$ cat config.mk
export PLATFORM = sky130hd
export DESIGN_NAME = adcc_core
export DESIGN_NICKNAME = d
export VERILOG_FILES = /design/src/adcc_pkg.sv /design/src/adcc_tick_gen.sv /design/src/adcc_core.sv
export SDC_FILE = /design/constraint.sdc
export NUM_CORES = 1
export LEC_CHECK = 0
export BUFFER_PORTS_ARGS = -buffer_cell sky130_fd_sc_hd__buf_2
export CAP_MARGIN = 20
export CORE_UTILIZATION = 45
export CTS_CLUSTER_DIAMETER = 150
export DETAILED_ROUTE_END_ITERATION = 7
export PLACE_DENSITY = 0.65
export SKIP_CTS_REPAIR_TIMING = 1
export SYNTH_ARGS = -nofsm -noshare
export SYNTH_HDL_FRONTEND = slang
export SYNTH_SLANG_ARGS = --single-unit
$ cat constraint.sdc
create_clock -name clock -period 2.8 [get_ports clock]
set_clock_uncertainty 0.1 [all_clocks]
set_input_delay 0.14 -clock clock [delete_from_list [all_inputs] [get_ports clock]]
set_output_delay 0.14 -clock clock [all_outputs]
set_load 0.05 [all_outputs]
$ cat src/adcc_pkg.sv
package adcc_pkg;

    localparam int unsigned CLOCK_HZ          = 125_000_000;
    localparam int unsigned CLOCK_PERIOD_NS   = 8;

    // oscillator rates; the tick generator runs at twice these (half periods)
    localparam longint unsigned OSC_NORMAL_HZ = 1_024_000;
    localparam longint unsigned OSC_TURBO_HZ  = 2_048_000;
    localparam logic [31:0] HALF_INC_NORMAL =
        32'(((2 * OSC_NORMAL_HZ) << 32) / CLOCK_HZ);
    localparam logic [31:0] HALF_INC_TURBO =
        32'(((2 * OSC_TURBO_HZ) << 32) / CLOCK_HZ);

    // index of the last of four oscillator periods per modulator period
    localparam logic [1:0]  MOD_DIV_LAST      = 2'h3;

    // start delay in half oscillator periods: 28.5 and 105 periods
    localparam logic [16:0] START_DLY_NORMAL  = 17'h0_0039;
    localparam logic [16:0] START_DLY_TURBO   = 17'h0_00D2;

    // internal reference settling
    localparam int unsigned REF_SETTLE_NS     = 25_000;
    localparam logic [11:0] REF_SETTLE_CYC    =
        12'((REF_SETTLE_NS + CLOCK_PERIOD_NS - 1) / CLOCK_PERIOD_NS);

    // gain codes 0..7 mean 1..128
    localparam logic [2:0]  GAIN_X4           = 3'h2;

    // input selections that tie the negative input to the analog ground
    localparam logic [3:0]  SEL_GND_FIRST     = 4'h8;
    localparam logic [3:0]  SEL_GND_LAST      = 4'hB;

    localparam logic [1:0]  REF_INTERNAL      = 2'h0;
    localparam logic [1:0]  REF_EXTERNAL      = 2'h1;
    localparam logic [1:0]  REF_SUPPLY        = 2'h2;

    localparam logic [7:0]  CMD_POWERDOWN     = 8'h02;
    localparam logic [7:0]  CMD_START         = 8'h08;
    localparam logic [3:0]  CMD_LATCH_EDGE    = 4'h7;
    localparam logic [3:0]  CMD_EDGES_DONE    = 4'h8;

    localparam logic [2:0]  RATE_LAST         = 3'h6;

    typedef enum logic [1:0] {
        ST_IDLE,
        ST_DELAY,
        ST_CONV
    } adcc_state_t;

    // continuous conversion time in oscillator periods
    function automatic logic [15:0] adcc_cont_periods(input logic [2:0] rate);
        unique case (rate)
            3'h0:    adcc_cont_periods = 16'hC7F8;
            3'h1:    adcc_cont_periods = 16'h58FC;
            3'h2:    adcc_cont_periods = 16'h2D0C;
            3'h3:    adcc_cont_periods = 16'h171C;
            3'h4:    adcc_cont_periods = 16'h0C2C;
            3'h5:    adcc_cont_periods = 16'h06BC;
            default: adcc_cont_periods = 16'h040C;
        endcase
    endfunction : adcc_cont_periods

    // single-shot conversion time in oscillator periods
    function automatic logic [15:0] adcc_ss_periods(input logic [2:0] rate,
                                                    input logic       turbo);
        unique case (rate)
            3'h0:    adcc_ss_periods = turbo ? 16'hC811 : 16'hC80D;
            3'h1:    adcc_ss_periods = turbo ? 16'h5919 : 16'h5915;
            3'h2:    adcc_ss_periods = turbo ? 16'h2D29 : 16'h2D25;
            3'h3:    adcc_ss_periods = turbo ? 16'h1739 : 16'h1735;
            3'h4:    adcc_ss_periods = turbo ? 16'h0C49 : 16'h0C45;
            3'h5:    adcc_ss_periods = turbo ? 16'h06D9 : 16'h06D5;
            default: adcc_ss_periods = turbo ? 16'h0429 : 16'h0425;
        endcase
    endfunction : adcc_ss_periods

endpackage : adcc_pkg

$ cat src/adcc_tick_gen.sv
module adcc_tick_gen
    import adcc_pkg::*;
(
    input  wire logic        clock,
    input  wire logic        reset,
    input  wire logic        restart,
    input  wire logic [31:0] increment,
    output logic             tick
);

    logic [31:0] acc_q;
    logic [32:0] sum;

    assign sum = {1'b0, acc_q} + {1'b0, increment};

    // phase accumulator; carry out marks one tick
    always_ff @(posedge clock) begin
        if (reset || restart) begin
            acc_q <= 32'h0000_0000;
            tick  <= 1'b0;
        end else begin
            acc_q <= sum[31:0];
            tick  <= sum[32];
        end
    end

endmodule : adcc_tick_gen

$ cat src/adcc_core.sv
// How it works
// - skip bit with gain 1, 2 or 4 bypasses and disables the amplifier
// - input selections 8 to 11 always bypass and disable the amplifier
// - with those selections any gain above 4 is applied as 4
// - two-bit reference select picks internal, external pair or supply
// - reset leaves the internal reference selected
// - modulator clock is the oscillator divided by four
// - oscillator 1.024 MHz normal, 2.048 MHz turbo
// - every conversion yields a settled result, none discarded
// - continuous period spans falling edges of result ready
// - first continuous conversion starts 28.5 or 105 periods after start latch
// - continuous period excludes the initial start delay
// - single-shot time runs from start latch to result ready falling
// - commands latch on eighth falling serial clock edge of byte
// - continuous times per rate from 51192 down to 1036 periods
// - single-shot times per rate and mode from table
// - single-shot converts once then sleeps; continuous restarts at once
module adcc_core
    import adcc_pkg::*;
(
    input  wire logic       clock,
    input  wire logic       reset,
    input  wire logic       scl,
    input  wire logic       cmd_byte_begin,
    input  wire logic [7:0] cmd_byte,
    input  wire logic       result_read,
    input  wire logic [2:0] gain_setting,
    input  wire logic       amp_skip_bit,
    input  wire logic [3:0] input_select,
    input  wire logic [1:0] ref_select,
    input  wire logic       turbo_mode,
    input  wire logic       continuous_mode,
    input  wire logic [2:0] rate_select,
    output logic            amp_enable_q,
    output logic            amp_bypass_q,
    output logic [2:0]      eff_gain_q,
    output logic [1:0]      ref_sel_q,
    output logic            ref_settling_q,
    output logic            mod_clk_en_q,
    output logic            converting_q,
    output logic            low_power_q,
    output logic            result_store_q,
    output logic            result_ready_n_q
);

    localparam int NORM_GAP_MIN  = 121;
    localparam int NORM_GAP_MAX  = 122;
    localparam int TURBO_GAP_MIN = 60;
    localparam int TURBO_GAP_MAX = 61;

    logic        scl_meta_q;
    logic        scl_sync_q;
    logic        scl_prev_q;
    logic        scl_fall;
    logic [3:0]  edge_cnt_q;
    logic        cmd_latch;
    logic        start_latch;
    logic        pd_latch;
    logic        half_tick;
    logic        half_ph_q;
    logic        osc_tick;
    logic [1:0]  mod_ph_q;
    logic        gnd_sel;
    logic [11:0] settle_cnt_q;
    adcc_state_t state_q;
    logic [16:0] cnt_q;
    logic        cont_q;
    logic        turbo_q;
    logic [2:0]  rate_q;
    logic [2:0]  rate_lim;
    logic        step_done;
    logic        conv_done;

    // serial clock pin enters through two flops
    always_ff @(posedge clock) begin
        if (reset) begin
            scl_meta_q <= 1'b1;
            scl_sync_q <= 1'b1;
            scl_prev_q <= 1'b1;
        end else begin
            scl_meta_q <= scl;
            scl_sync_q <= scl_meta_q;
            scl_prev_q <= scl_sync_q;
        end
    end

    assign scl_fall = scl_prev_q & ~scl_sync_q;

    always_ff @(posedge clock) begin
        if (reset) begin
            edge_cnt_q <= CMD_EDGES_DONE;
        end else if (cmd_byte_begin) begin
            edge_cnt_q <= 4'h0;
        end else if (scl_fall && edge_cnt_q != CMD_EDGES_DONE) begin
            edge_cnt_q <= edge_cnt_q + 4'h1;
        end
    end

    assign cmd_latch   = scl_fall && (edge_cnt_q == CMD_LATCH_EDGE);
    assign start_latch = cmd_latch && (cmd_byte == CMD_START);
    assign pd_latch    = cmd_latch && (cmd_byte == CMD_POWERDOWN);

    // oscillator half-period ticks, phase aligned to the start latch
    adcc_tick_gen u_tick (
        .clock     (clock),
        .reset     (reset),
        .restart   (start_latch),
        .increment (turbo_q ? HALF_INC_TURBO : HALF_INC_NORMAL),
        .tick      (half_tick)
    );

    assign osc_tick = half_tick && half_ph_q;

    always_ff @(posedge clock) begin
        if (reset || start_latch) begin
            half_ph_q <= 1'b0;
        end else if (half_tick) begin
            half_ph_q <= ~half_ph_q;
        end
    end

    always_ff @(posedge clock) begin
        if (reset) begin
            mod_ph_q     <= 2'h0;
            mod_clk_en_q <= 1'b0;
        end else begin
            if (osc_tick) begin
                mod_ph_q <= mod_ph_q + 2'h1;
            end
            mod_clk_en_q <= osc_tick && (mod_ph_q == MOD_DIV_LAST);
        end
    end

    // amplifier bypass and gain limit
    assign gnd_sel = (input_select >= SEL_GND_FIRST) &&
                     (input_select <= SEL_GND_LAST);

    always_ff @(posedge clock) begin
        if (reset) begin
            amp_bypass_q <= 1'b0;
            amp_enable_q <= 1'b1;
            eff_gain_q   <= 3'h0;
        end else begin
            amp_bypass_q <= gnd_sel ||
                            (amp_skip_bit && gain_setting <= GAIN_X4);
            amp_enable_q <= !(gnd_sel ||
                              (amp_skip_bit && gain_setting <= GAIN_X4));
            eff_gain_q   <= (gnd_sel && gain_setting > GAIN_X4) ?
                            GAIN_X4 : gain_setting;
        end
    end

    // reference select and internal reference settling window
    always_ff @(posedge clock) begin
        if (reset) begin
            ref_sel_q <= REF_INTERNAL;
        end else begin
            ref_sel_q <= ref_select;
        end
    end

    always_ff @(posedge clock) begin
        if (reset) begin
            settle_cnt_q   <= REF_SETTLE_CYC;
            ref_settling_q <= 1'b1;
        end else begin
            if ((ref_sel_q == REF_EXTERNAL && ref_select == REF_INTERNAL) ||
                (start_latch && low_power_q)) begin
                settle_cnt_q <= REF_SETTLE_CYC;
            end else if (settle_cnt_q != 12'h000) begin
                settle_cnt_q <= settle_cnt_q - 12'h001;
            end
            ref_settling_q <= settle_cnt_q != 12'h000;
        end
    end

    // conversion sequencing, counted in oscillator half periods
    assign rate_lim  = (rate_select > RATE_LAST) ? RATE_LAST : rate_select;
    assign step_done = half_tick && (cnt_q == 17'h0_0001);
    assign conv_done = step_done && (state_q == ST_CONV);

    always_ff @(posedge clock) begin
        if (reset) begin
            state_q <= ST_IDLE;
            cnt_q   <= 17'h0_0000;
            cont_q  <= 1'b0;
            turbo_q <= 1'b0;
            rate_q  <= 3'h0;
        end else if (pd_latch) begin
            state_q <= ST_IDLE;
        end else if (start_latch) begin
            cont_q  <= continuous_mode;
            turbo_q <= turbo_mode;
            rate_q  <= rate_lim;
            if (continuous_mode) begin
                state_q <= ST_DELAY;
                cnt_q   <= turbo_mode ? START_DLY_TURBO
                                      : START_DLY_NORMAL;
            end else begin
                state_q <= ST_CONV;
                cnt_q   <= {adcc_ss_periods(rate_lim, turbo_mode),
                            1'b0};
            end
        end else if (state_q != ST_IDLE && half_tick) begin
            if (step_done) begin
                if (state_q == ST_DELAY || cont_q) begin
                    state_q <= ST_CONV;
                    cnt_q   <= {adcc_cont_periods(rate_q),
                                1'b0};
                end else begin
                    state_q <= ST_IDLE;
                end
            end else begin
                cnt_q <= cnt_q - 17'h0_0001;
            end
        end
    end

    always_ff @(posedge clock) begin
        if (reset) begin
            converting_q   <= 1'b0;
            low_power_q    <= 1'b1;
            result_store_q <= 1'b0;
        end else begin
            converting_q   <= (state_q != ST_IDLE) && !pd_latch &&
                              !(conv_done && !cont_q);
            // the filter settles in one cycle, so every result is kept
            result_store_q <= conv_done;
            if (pd_latch || (conv_done && !cont_q)) begin
                low_power_q <= 1'b1;
            end else if (start_latch) begin
                low_power_q <= 1'b0;
            end
        end
    end

    // store beats read; released one half tick early so each store falls
    always_ff @(posedge clock) begin
        if (reset) begin
            result_ready_n_q <= 1'b1;
        end else if (conv_done) begin
            result_ready_n_q <= 1'b0;
        end else if (result_read || start_latch ||
                     (state_q == ST_CONV && half_tick &&
                      cnt_q == 17'h0_0002)) begin
            result_ready_n_q <= 1'b1;
        end
    end

    // helper counters watched only by the checks below
    logic [16:0] ht_latch_q;
    logic [16:0] ht_store_q;
    logic        store_seen_q;
    logic [7:0]  osc_gap_q;
    logic        osc_seen_q;
    logic [2:0]  osc_per_mod_q;
    logic        mod_seen_q;

    always_ff @(posedge clock) begin
        if (reset || start_latch) begin
            ht_latch_q   <= 17'h0_0000;
            ht_store_q   <= 17'h0_0000;
            store_seen_q <= 1'b0;
            osc_gap_q    <= 8'h00;
            osc_seen_q   <= 1'b0;
        end else begin
            if (half_tick && ht_latch_q != 17'h1_FFFF) begin
                ht_latch_q <= ht_latch_q + 17'h0_0001;
            end
            if (conv_done) begin
                ht_store_q   <= 17'h0_0000;
                store_seen_q <= 1'b1;
            end else if (half_tick) begin
                ht_store_q <= ht_store_q + 17'h0_0001;
            end
            osc_gap_q  <= osc_tick ? 8'h00 : osc_gap_q + 8'h01;
            osc_seen_q <= osc_seen_q || osc_tick;
        end
    end

    always_ff @(posedge clock) begin
        if (reset) begin
            osc_per_mod_q <= 3'h0;
            mod_seen_q    <= 1'b0;
        end else if (mod_clk_en_q) begin
            osc_per_mod_q <= 3'h0;
            mod_seen_q    <= 1'b1;
        end else if (osc_tick) begin
            osc_per_mod_q <= osc_per_mod_q + 3'h1;
        end
    end
endmodule : adcc_core

Word level (Yosys, flattened, before mapping)
Index checks and enable logic that the tools add are counted.
{"block": "word_totals", "regBits": 92, "latch_bits": 0, "ramBits": 0, "rom_bits": 0, "input_bits": 28, "output_inout_bits": 13, "elab_cells": 135, "memories": 0}
{"block": "classes", "n_addsub": 5, "mul": 0, "div": 0, "order_cmp": 5, "n_eq_ne": 21, "shifts": 0, "muxes": 27, "bitwise_logic": 4, "reduce_logical": 47}
{"cell": "case mux 16 bit (6 select lines)", "count": 2}
{"cell": "2-to-1 mux 17 bit", "count": 5}
{"cell": "adder 32 x 28 -> 33 bit", "count": 1}
{"cell": "2-to-1 mux 4 bit", "count": 8}
{"cell": "2-to-1 mux 28 bit", "count": 1}
{"cell": "logical AND 1 bit", "count": 19}
{"cell": "equality test 17 x 1 -> 1 bit, second input constant", "count": 1}
{"cell": "equality test 17 x 2 -> 1 bit, second input constant", "count": 1}
{"cell": "subtractor 17 x 1 -> 17 bit, second input constant", "count": 1}
{"cell": "equality test 3 x 2 -> 1 bit, second input constant", "count": 4}
{"cell": "equality test 3 bit, second input constant", "count": 4}
{"cell": "2-to-1 mux 2 bit", "count": 6}
{"cell": "nonzero test 12 bit", "count": 1}
{"cell": "subtractor 12 x 1 -> 12 bit, second input constant", "count": 1}
{"cell": "nonzero test 2 bit", "count": 5}
{"cell": "OR reduction 2 bit", "count": 5}
{"cell": "equality test 8 x 2 -> 1 bit, second input constant", "count": 1}
{"cell": "equality test 8 x 4 -> 1 bit, second input constant", "count": 1}
{"cell": "2-to-1 mux 8 bit", "count": 1}
{"cell": "logical OR 1 bit", "count": 7}
{"cell": "equality test 3 x 1 -> 1 bit, second input constant", "count": 2}
{"cell": "logical NOT 3 bit", "count": 2}
{"cell": "2-to-1 mux 5 bit", "count": 1}
{"cell": "adder 4 x 1 -> 4 bit, second input constant", "count": 1}
{"cell": "19 further kinds", "count": 28}

Longest topological paths before layout
Gate-level depths: netlist of run 1.
{"block": "depth", "depth_word": 8, "depth_mapped": 9, "ltp_nobuf": 9}

Cells and area by module
From an unflattened synthesis of run 1, not the netlist that was laid out.
{"block": "unflattened", "cells_unflattened": 749, "area_unflattened_um2": 6015.8}
{"mod": "adcc_core", "instances": 1, "cells_per_inst": 399, "area_each_um2": 3280.6, "seq_area_each_um2": 1181.1}
{"mod": "adcc_tick_gen", "instances": 1, "cells_per_inst": 350, "area_each_um2": 2735.1, "seq_area_each_um2": 660.6}

Worst setup path after synthesis of run 1
Ideal clock, no wire load.
{"block": "synth_timing", "kind": "flip-flop to flip-flop", "start": "register turbo_q", "end": "register u_tick.acc_q[28]", "setup_ns": 0.121, "arrival_time_ns": 2.617, "required_time_ns": 2.579, "path_slack_ns": -0.038, "path_stages_with_launch": 9, "path_buffers": 0, "period_less_slack_ns": 2.838, "cell_sequence": "dfxtp_1 > inv_1 > ha_1 > or4_4 > a221o_2 > a21oi_4 > o31ai_2 > o21ai_2 > mux2_2"}
{"block": "synth_via", "elab_chain_cells": 2}
{"item": "from (decl)", "line": "adcc_core.sv:68", "rtl": "logic turbo_q;"}
{"item": "from (signal assigned)", "line": "adcc_core.sv:193", "rtl": "turbo_q <= turbo_mode;"}
{"item": "2-to-1 mux 28 bit", "line": "adcc_core.sv:108", "rtl": ".increment (turbo_q ? HALF_INC_TURBO : HALF_INC_NORMAL),"}
{"item": "adder 32 x 28 -> 33 bit", "line": "adcc_tick_gen.sv:14", "rtl": "assign sum = {1'b0, acc_q} + {1'b0, increment};"}
{"item": "to (signal assigned)", "line": "adcc_tick_gen.sv:22", "rtl": "acc_q <= sum[31:0];"}
{"item": "to (decl)", "line": "adcc_tick_gen.sv:11", "rtl": "logic [31:0] acc_q;"}
No other way between the ends.
A chain may end at the register's enable or synchronous reset.

Final worst setup path of run 1
{"block": "layout_timing", "start": "register turbo_q", "end": "register u_tick.acc_q[29]"}
The elaborated chain is that of the path after synthesis.

==> run summary, run 1 <==
CTS H-tree depth = 3
1st-iter DRT viols = 204
Worst setup EP type = flip-flop
internal reg-to-reg setup slack = 120 ps
row cnt = 38
Worst Hold Class = primary input to flip-flop
crit path kind = flip-flop to flip-flop
CP Capture Point = u_tick.acc_q[29]
Routed Antenna Nets = 0
CP cell instances = buf_4, ha_1, nand4bb_2, a2111oi_1, a211oi_2, o21a_1, or4_1, nand3_1
vias = 4496
Rel. slew slack = 0.587
final period utilization = 0.955
Syn-to-layout area delta = 14.4%
Netlist cell types = 80
I/O pin count = 41
Ys Warns = 0
overall routing resource usage = 0.219
Mapped Cells = 599
Num CTS Buffers = 9
Pre-antenna DRT Iters = 5
later-pin clock latency in the skew report = 370 ps
Detail Placement HPWL = 8510 um
clk sink count = 89
Place WS = 136 ps
worst slew pin tran = 620 ps
Area contributors post-synth = dfxtp_1 (35%), nor2_1 (5.0%), ha_1 (4.7%)
Power Total = 3310 uW
R2R cell count = 8
VDD IR max = 337 uV
Via density = 5.66
# DRC = 0
pwr/cell area = 574 mW/mm2
Syn Nets = 647
antenna violations before repair = 0
Reg2Reg Launch Point = turbo_q
# diodes = 0
max cap viols = 0
CTS tree = built
remaining global-route overflow = 0
core area = 0.0109 mm2
status = finished, final reports clean
first-pass GRT wire length = 20200 um
DIE AREA = 0.0116 mm2
initial core utilization = 0.462
reg2reg end = u_tick.acc_q[29]
worst endpoint data arrival time = 2900 ps
Die Wd = 108 um
final hold vios = 0
CTS Root Cell = clkbuf_8
FMAX = 0.374 GHz
Reg area = 0.00178 mm2
Post-synth EDFFs = 0
final setup margin = 125 ps
IO buf count = 38
CP max-delay cell = or4_1
synthesized area per cell = 8.40 um2
Worst Path Buf+Inv = 1
WL final = 11800 um
post-synth top area share = 0.354
Synth async-reset ratio = 0
crit start category = flip-flop
post-synth top area cell = dfxtp_1
Main synth FF type = dfxtp_1
RSZ-0062 raised after global routing = true
max-slew violation count = 0
pin count of the biggest net entering global routing = 26
vias in the first global route = 4239
Final #Nets = 698
CP Data Required Time = 3020 ps
footprint of the multi-input gates = 0.00306 mm2
Finish-stage setup viols = 0
Bufs on Longest Clock Path = 2
fin crit period = 2680 ps
CP max FO = 8
Die Y = 108 um
slowest stage delay, CP = 500 ps
crit path from = turbo_q
cell family with most CP delay = compound AO/OA/AOI/OAI gates
wire per inst = 14.9 um
GPL Wtd Cong = 0.940
Worst-path clk slew = 90 ps
Worst path depth = 8
Seq/Total Area, Yosys = 0.354
Mapped Area = 0.00503 mm2
share of post-route cells with drive strength above 1 = 0.168
#FFs+latches synth = 89
Fill cells = 1036
Pleak = 0.00228 uW
-- report_power, final --
group          total (uW)  switching (uW)  leakage [uW]  internal [uW]
combinational         837             458       0.00143            379
clock                 989             463      0.000113            526
sequential           1480            98.0      0.000728           1380
-- worst min path at each step --
stage	depth (start not counted)	start	end	slack (ps)
2_1_floorplan	1	cmd_byte_begin	edge_cnt_q[0]	120
3_3_place_gp	2	scl	scl_meta_q	230
3_5_place_dp	2	scl	scl_meta_q	230
4_1_cts	2	scl	scl_meta_q	-160
5_1_grt	3	rate_select[1]	rate_q[1]	40
6_report	3	input_select[2]	eff_gain_q[2]	1
-- logic make-up (layout without fill, tap and decap cells) --
| logic type | Yosys count | after routing | synth area share |
|---|---|---|---|
| buffers and inverters | 50 | 106 | 0.0400 |
| adder cells (fa/ha/maj) | 20 | 20 | 0.0512 |
| AO/OA/AOI/OAI | 156 | 156 | 0.220 |
| AND/OR/NAND/NOR | 243 | 243 | 0.260 |
| flip-flops | 89 | 89 | 0.354 |
| XOR/XNOR | 31 | 31 | 0.0540 |
| multiplexers | 10 | 10 | 0.0204 |
-- cell usage in the layout, fill, tap and decap left out, types with 19 or more instances in the layout --
cell / synthesis / routed
a21oi_1: 39 / 39
buf_2: 5 / 38
buf_4: 2 / 20
dfxtp_1: 89 / 88
inv_1: 22 / 22
nand2_1: 41 / 41
nand3_1: 20 / 20
nor2_1: 67 / 67
nor3_1: 21 / 21
o21ai_0: 30 / 30
xnor2_1: 19 / 19
-- sequential cells by signal, indices dropped and copies added, names as in the netlist, 2 cells and up --
name,flops
cnt_q,17
edge_cnt_q,4
eff_gain_q,3
mod_ph_q,2
rate_q,3
ref_sel_q,2
settle_cnt_q,12
state_q,2
u_tick.acc_q,29
-- area by class of cell --
cell class,count,share of cell area
clock buffers,11,0.0246
clock inverters,5,0.0137
inverters,22,0.0143
multi-input cells,460,0.531
flip-flops and latches,89,0.310
well taps,140,0.0304
repair buffers,68,0.0765
-- per-layer routing --
metal | GRT usage | up-vias | wire length (um)
met2 | 0.348 | 104 | 5390
met5 | 0 | - | 0
met1 | 0.298 | 2097 | 5810
li1 | - | 2285 | -
met3 | 0.0285 | 10 | 454
met4 | 0.0930 | 0 | 191
-- per-stage QoR --
step / instance area, um2 / util / hold slack (ps) / std cells / TNS, ps
5_1_grt: 5760 / 0.529 / 35.9 / 795 / -28.8
2_1_floorplan: 5030 / - / 117 / 599 / 0
4_1_cts: 5650 / 0.519 / -164 / 785 / 0
3_5_place_dp: 5430 / 0.499 / 229 / 769 / 0
6_report: 5760 / 0.529 / 1.49 / 795 / 0
3_3_place_gp: 5430 / 0.499 / 226 / 769 / 0
-- worst min-delay path, cell delays in order --
cell and delay, ps:
buf_2 80, nor2b_1 60, nor3_1 140
-- cells in the mapped netlist, drive strengths merged, types with 12 or more instances --
master  number
dfxtp       89
nor2        68
nand2       41
a21oi       40
o21ai       33
inv         22
nor3        22
clkbuf      20
nand3       20
ha          19
xnor2       19
o211ai      14
a211oi      12
nor4        12
xor2        12
(Power assumes the default switching activity.)
==> inputs of run 2 (changes only) <==
--- a/config.mk
+++ b/config.mk
@@ -7,11 +7,15 @@
 export LEC_CHECK = 0
 export BUFFER_PORTS_ARGS = -buffer_cell sky130_fd_sc_hd__buf_2
 export CAP_MARGIN = 20
-export CORE_UTILIZATION = 45
+export CELL_PAD_IN_SITES_DETAIL_PLACEMENT = 2
+export CELL_PAD_IN_SITES_GLOBAL_PLACEMENT = 2
+export CORE_UTILIZATION = 33
 export CTS_CLUSTER_DIAMETER = 150
 export DETAILED_ROUTE_END_ITERATION = 7
-export PLACE_DENSITY = 0.65
+export PLACE_DENSITY_LB_ADDON = 0.1
+export REMOVE_ABC_BUFFERS = 1
 export SKIP_CTS_REPAIR_TIMING = 1
 export SYNTH_ARGS = -nofsm -noshare
 export SYNTH_HDL_FRONTEND = slang
+export SYNTH_HIERARCHICAL = 1
 export SYNTH_SLANG_ARGS = --single-unit
==> run 2 against run 1 <==
  * The run now ends with hold timing left
  * Clock-buffer cell count down 2
  * Area after synthesis grew 20%
  * Setup slack improved by 8.1 ps
  * Worst hold slack worse by 31 ps
  * Highest routed layer unchanged
  * Global-route usage is 0.28 points higher
  * Total power grew 50%
  * Clock power rose by 29%
  * Critical endpoint is now u_tick/acc_q[27]
  * Design area grew 22%
  * Maximum frequency up 0.30%
  * Final cell count up 33%
  * Non-clock buffer count grew 14
==> run summary, run 2 <==
status = finished with violations
failing checks = hold timing
wire per inst = 19.0 um
pwr/cell area = 709 mW/mm2
share of post-route cells with drive strength above 1 = 0.148
Place WS = 91.6 ps
Rel. slew slack = 0.379
remaining global-route overflow = 0
Largest register FFs = 32
CTS tree = built
Placed Cells = 1030
Syn-to-layout area delta = 16.5%
CP Data Required Time = 2980 ps
Top Registers = u_tick/acc_q (32), cnt_q (17), settle_cnt_q (12)
Routed Antenna Nets = 0
largest family of logic cells by synthesized area = simple AND/OR/NAND/NOR gates
most common cell after layout, fill and taps aside = dfxtp_1
first-pass GRT wire length = 32200 um
Mapped Cells = 749
Mapped Area = 0.00602 mm2
commonest cells in the netlist = dfxtp_1 (92), a21oi_1 (76), nand2_1 (74)
Main synth FF type = dfxtp_1
# diodes = 0
Worst-path clk slew = 70 ps
Compound-Gate Fraction of Synth Area = 0.240
worst hold margin = -29.2 ps
max cap viols = 0
GPL Wtd Cong = 0.859
Die Y = 137 um
DIE AREA = 0.0188 mm2
worst slew pin tran = 929 ps
1st-iter DRT viols = 166
Pre-antenna DRT Iters = 4
Num CTS Buffers = 9
Worst setup EP type = flip-flop
fin crit period = 2670 ps
post-synth top area cell = dfxtp_1
CTS Root Cell = clkbuf_16
VDD IR max = 322 uV
Netlist cell types = 74
Area contributors post-synth = dfxtp_1 (31%), ha_1 (8.1%), a21oi_1 (6.3%)
initial core utilization = 0.336
Finish-stage setup viols = 0
worst endpoint data arrival time = 2850 ps
Ys Warns = 6
vias = 5810
Via density = 5.50
core area = 0.0179 mm2
WL final = 20000 um
Post-Synth Adder-Cell Area = 0.0844
crit path kind = flip-flop to flip-flop
CP max FO = 6
synthesized area per cell = 8.03 um2
commonest non-fill, non-tap cells in the layout = dfxtp_1 (91), a21oi_1 (76), nand2_1 (74), nor2_1 (62), o21ai_0 (43)
later-pin clock latency in the skew report = 360 ps
pin count of the biggest net entering global routing = 38
antenna violations before repair = 0
#FFs+latches synth = 92
max-slew violation count = 0
Fill cells = 2084
mux cell area share after synthesis = 0.00666
row cnt = 49
I/O pin count = 41
IO buf count = 38
crit start category = flip-flop
post-synth top area share = 0.306
Worst Hold Class = primary input to flip-flop
final period utilization = 0.953
simple-gate share of the synthesized area = 0.244
count of non-filler cells in the finished layout = 1056
Pleak = 0.00283 uW
Biggest register = u_tick/acc_q
xor and xnor fraction of the mapped netlist area = 0.0641
final hold vios = 1
Synth async-reset ratio = 0
Detail Placement HPWL = 14700 um
Final #Nets = 890
Die Wd = 137 um
overall routing resource usage = 0.222
vias in the first global route = 6181
CTS H-tree depth = 3
FMAX = 0.375 GHz
clk sink count = 92
Seq/Total Area, Yosys = 0.306
count leader, synth = dfxtp_1
final setup margin = 133 ps
Post-synth EDFFs = 0
Bufs on Longest Clock Path = 2
# DRC = 0
==> run 2: changes by cell type in the layout (fill, tap and decap cells not counted), sizes merged, moves of 11 or more <==
cell / previous run / this run
a21oi: 40 / 77
ha: 19 / 39
xor2: 12 / 23
o21ai: 33 / 45
buf: 58 / 75
conb: 0 / 21
nand2: 41 / 74
==> run 2: final timing paths <==
check,cells past startpoint,from,endpoint,slack [ps]
setup / recovery,11,turbo_q,u_tick/acc_q[27],130
hold / removal,4,result_read,result_ready_n_q,-30
setup reg to reg,11,turbo_q,u_tick/acc_q[27],130
hold reg to reg,1,scl_meta_q,scl_sync_q,310
==> run 2: layout make-up <==
cell class,count,area (um2),share of cell area
Clock buffer,9,225,0.0321
Clock inverter,7,73.8,0.0105
Inverter,28,105,0.0150
Multi-Input combinational cell,609,3940,0.562
Sequential cell,92,1840,0.263
Tap cell,229,287,0.0409
Timing Repair Buffer,82,538,0.0768
==> run 2: critical path, stage by stage (launching register included) <==
cell and delay (ps):
dfxtp_2 330, buf_4 170, ha_1 380, buf_4 180
nand2_1 50, o21ai_0 380, nor2b_1 270, a2111oi_2 60
buf_4 190, a211oi_2 240, nor3_1 70, nor3_1 180
==> run 2: logic make-up (layout without fill, tap and decap cells) <==
group | count (synthesis) | in the layout
XOR/XNOR | 44 | 44
multiplexers | 4 | 4
buffers and inverters | 67 | 126
adder cells (fa/ha/maj) | 40 | 40
flip-flops | 92 | 92
other | 2 | 21
AND/OR/NAND/NOR | 276 | 276
AO/OA/AOI/OAI | 224 | 224
==> run 2: routing by layer <==
metal  part of all wire  global-route usage  vias up
met5                  0                   0        -
met2               0.52               0.410       71
li1                   -                   -     2836
met3              0.021              0.0285       20
met4              0.014              0.0629        0
met1               0.44               0.266     2883
==> run 2: report_power, final <==
part | total, uW | leakage (uW) | switching, uW | internal, uW
Clock | 1280 | 0.000146 | 585 | 698
Sequential | 1590 | 0.000755 | 77.1 | 1510
Combinational | 2090 | 0.00193 | 1250 | 841
==> run 2: metrics by stage <==
stage / area (um2) / TNS (ps) / hold WS [ps] / util / total power, uW
detailed placement: 6600 / 0 / 230 / 0.369 / 3660
global placement: 6600 / 0 / 231 / 0.369 / 3570
CTS: 6900 / 0 / -143 / 0.386 / 4990
global route: 7010 / -50.8 / 3.56 / 0.391 / 5340
finish: 7010 / 0 / -29.2 / 0.391 / 4970
floorplan: 5870 / 0 / 109 / - / 3040
==> inputs of run 3 (changes only) <==
--- a/config.mk
+++ b/config.mk
@@ -9,12 +9,14 @@
 export CAP_MARGIN = 20
 export CELL_PAD_IN_SITES_DETAIL_PLACEMENT = 2
 export CELL_PAD_IN_SITES_GLOBAL_PLACEMENT = 2
-export CORE_UTILIZATION = 33
+export CORE_UTILIZATION = 37
 export CTS_CLUSTER_DIAMETER = 150
 export DETAILED_ROUTE_END_ITERATION = 7
+export GPL_ROUTABILITY_DRIVEN = 0
 export PLACE_DENSITY_LB_ADDON = 0.1
 export REMOVE_ABC_BUFFERS = 1
 export SKIP_CTS_REPAIR_TIMING = 1
+export SKIP_LAST_GASP = 1
 export SYNTH_ARGS = -nofsm -noshare
 export SYNTH_HDL_FRONTEND = slang
 export SYNTH_HIERARCHICAL = 1
==> constraint.sdc (replaced) <==
create_clock -name clock -period 2.87 [get_ports clock]
set_clock_uncertainty 0.1 [all_clocks]
set_input_delay 0.1435 -clock clock [delete_from_list [all_inputs] [get_ports clock]]
set_output_delay 0.1435 -clock clock [all_outputs]
set_load 0.05 [all_outputs]
==> run 3 against run 2 <==
  * The run still ends with hold timing left
  * Non-clock buffer count shrank 9
  * Global-route usage grew 2.5 points
  * Maximum frequency is 3.1% lower
  * Total power down 3.3%
  * Sequential power hardly changed
  * Critical path type unchanged
  * Largest power group unchanged
  * Highest routed layer unchanged
==> run summary, run 3 (synthesis results as in run 2) <==
CTS H-tree depth = 3
Fill cells = 1852
vias = 5910
# diodes = 0
DIE AREA = 0.0168 mm2
Detail Placement HPWL = 15300 um
failing checks = hold timing
Die Y = 130 um
Largest register FFs = 32
Top Registers = u_tick/acc_q (32), cnt_q (17), settle_cnt_q (12)
FMAX = 0.363 GHz
pwr/cell area = 690 mW/mm2
commonest non-fill, non-tap cells in the layout = dfxtp_1 (92), a21oi_1 (75), nand2_1 (74), nor2_1 (62), o21ai_0 (43)
first-pass GRT wire length = 32100 um
wire per inst = 19.3 um
status = finished with violations
pin count of the biggest net entering global routing = 38
vias in the first global route = 6320
Placed Cells = 1011
max-slew violation count = 0
Power Total = 4800 uW
Worst Hold Class = primary input to flip-flop
antenna violations before repair = 0
most common cell after layout, fill and taps aside = dfxtp_1
I/O pin count = 41
Num CTS Buffers = 9
row cnt = 46
Pre-antenna DRT Iters = 4
initial core utilization = 0.379
RSZ-0062 raised after global routing = false
remaining global-route overflow = 0
final period utilization = 0.959
Die Wd = 130 um
Final #Nets = 881
footprint of the multi-input gates = 0.00396 mm2
max cap viols = 0
Finish-stage setup viols = 0
CTS tree = built
final hold vios = 1
# DRC = 0
worst slew pin tran = 782 ps
share of post-route cells with drive strength above 1 = 0.141
Biggest register = u_tick/acc_q
Worst setup EP type = flip-flop
Bufs on Longest Clock Path = 2
WL final = 20000 um
Worst-path clk slew = 80 ps
crit path kind = flip-flop to flip-flop
Rel. slew slack = 0.479
core area = 0.0159 mm2
count of non-filler cells in the finished layout = 1034
Via density = 5.72
Reg area = 0.00184 mm2
crit start category = flip-flop
Setup TNS = 0 ps
fin crit period = 2750 ps
Syn-to-layout area delta = 15.8%
worst hold margin = -0.193 ps
Routed Antenna Nets = 0
1st-iter DRT viols = 224
CP Data Required Time = 3020 ps
CP max FO = 6
worst endpoint data arrival time = 2900 ps
IO buf count = 38
Pleak = 0.00279 uW
CTS Root Cell = clkbuf_16
later-pin clock latency in the skew report = 360 ps
VDD IR max = 289 uV
overall routing resource usage = 0.247
clk sink count = 92
-- run 3: cell count changes in the layout (fill, tap and decap cells not counted), sizes merged --
cell    change
buf         -9
bufinv      -1
clkinv      -1
inv         +2
-- run 3: power breakdown --
part	total (uW)	switching [uW]	leakage [uW]	internal, uW
registers	1560	82.2	0.000754	1480
logic	2040	1250	0.00190	786
clock network	1210	597	0.000140	610
-- run 3: worst max-delay path, cell delays in order, from the launching register on --
cell and delay, ps:
dfxtp_1 320, inv_1 270, ha_2 380, a21o_1 210, a211o_1 290, a221o_1 410
nor3_1 270, or3_1 170, xor2_1 150, nor2_1 60
-- run 3: metal layers --
metal	global-route usage	routed length [um]
met1	0.289	8620
met5	0	0
met3	0.0289	470
met4	0.0862	430
met2	0.464	10500
-- run 3: area by class of cell --
class / count / share of cell area
flip-flops and latches: 92 / 0.264
clock inverters: 7 / 0.00934
multi-input cells: 609 / 0.569
well taps: 216 / 0.0388
inverters: 28 / 0.0151
clock buffers: 9 / 0.0323
repair buffers: 73 / 0.0711
-- run 3: stage by stage --
step	cell area [um2]	setup WS, ps	util	hold WS [ps]
floorplan	5870	307	-	113
global placement	6570	183	0.413	226
detailed placement	6570	44.5	0.413	248
CTS	6860	42.9	0.432	-130
global route	6970	6.21	0.438	35.1
finish	6970	117	0.438	-0.193
-- run 3: final timing paths --
kind	startpoint	end	slack (ps)	depth (start not counted)
setup reg to reg	turbo_q	u_tick/acc_q[21]	120	9
setup / recovery	turbo_q	u_tick/acc_q[21]	120	9
hold / removal	input_select[2]	eff_gain_q[2]	-0.2	3
hold reg to reg	scl_meta_q	scl_sync_q	360	1
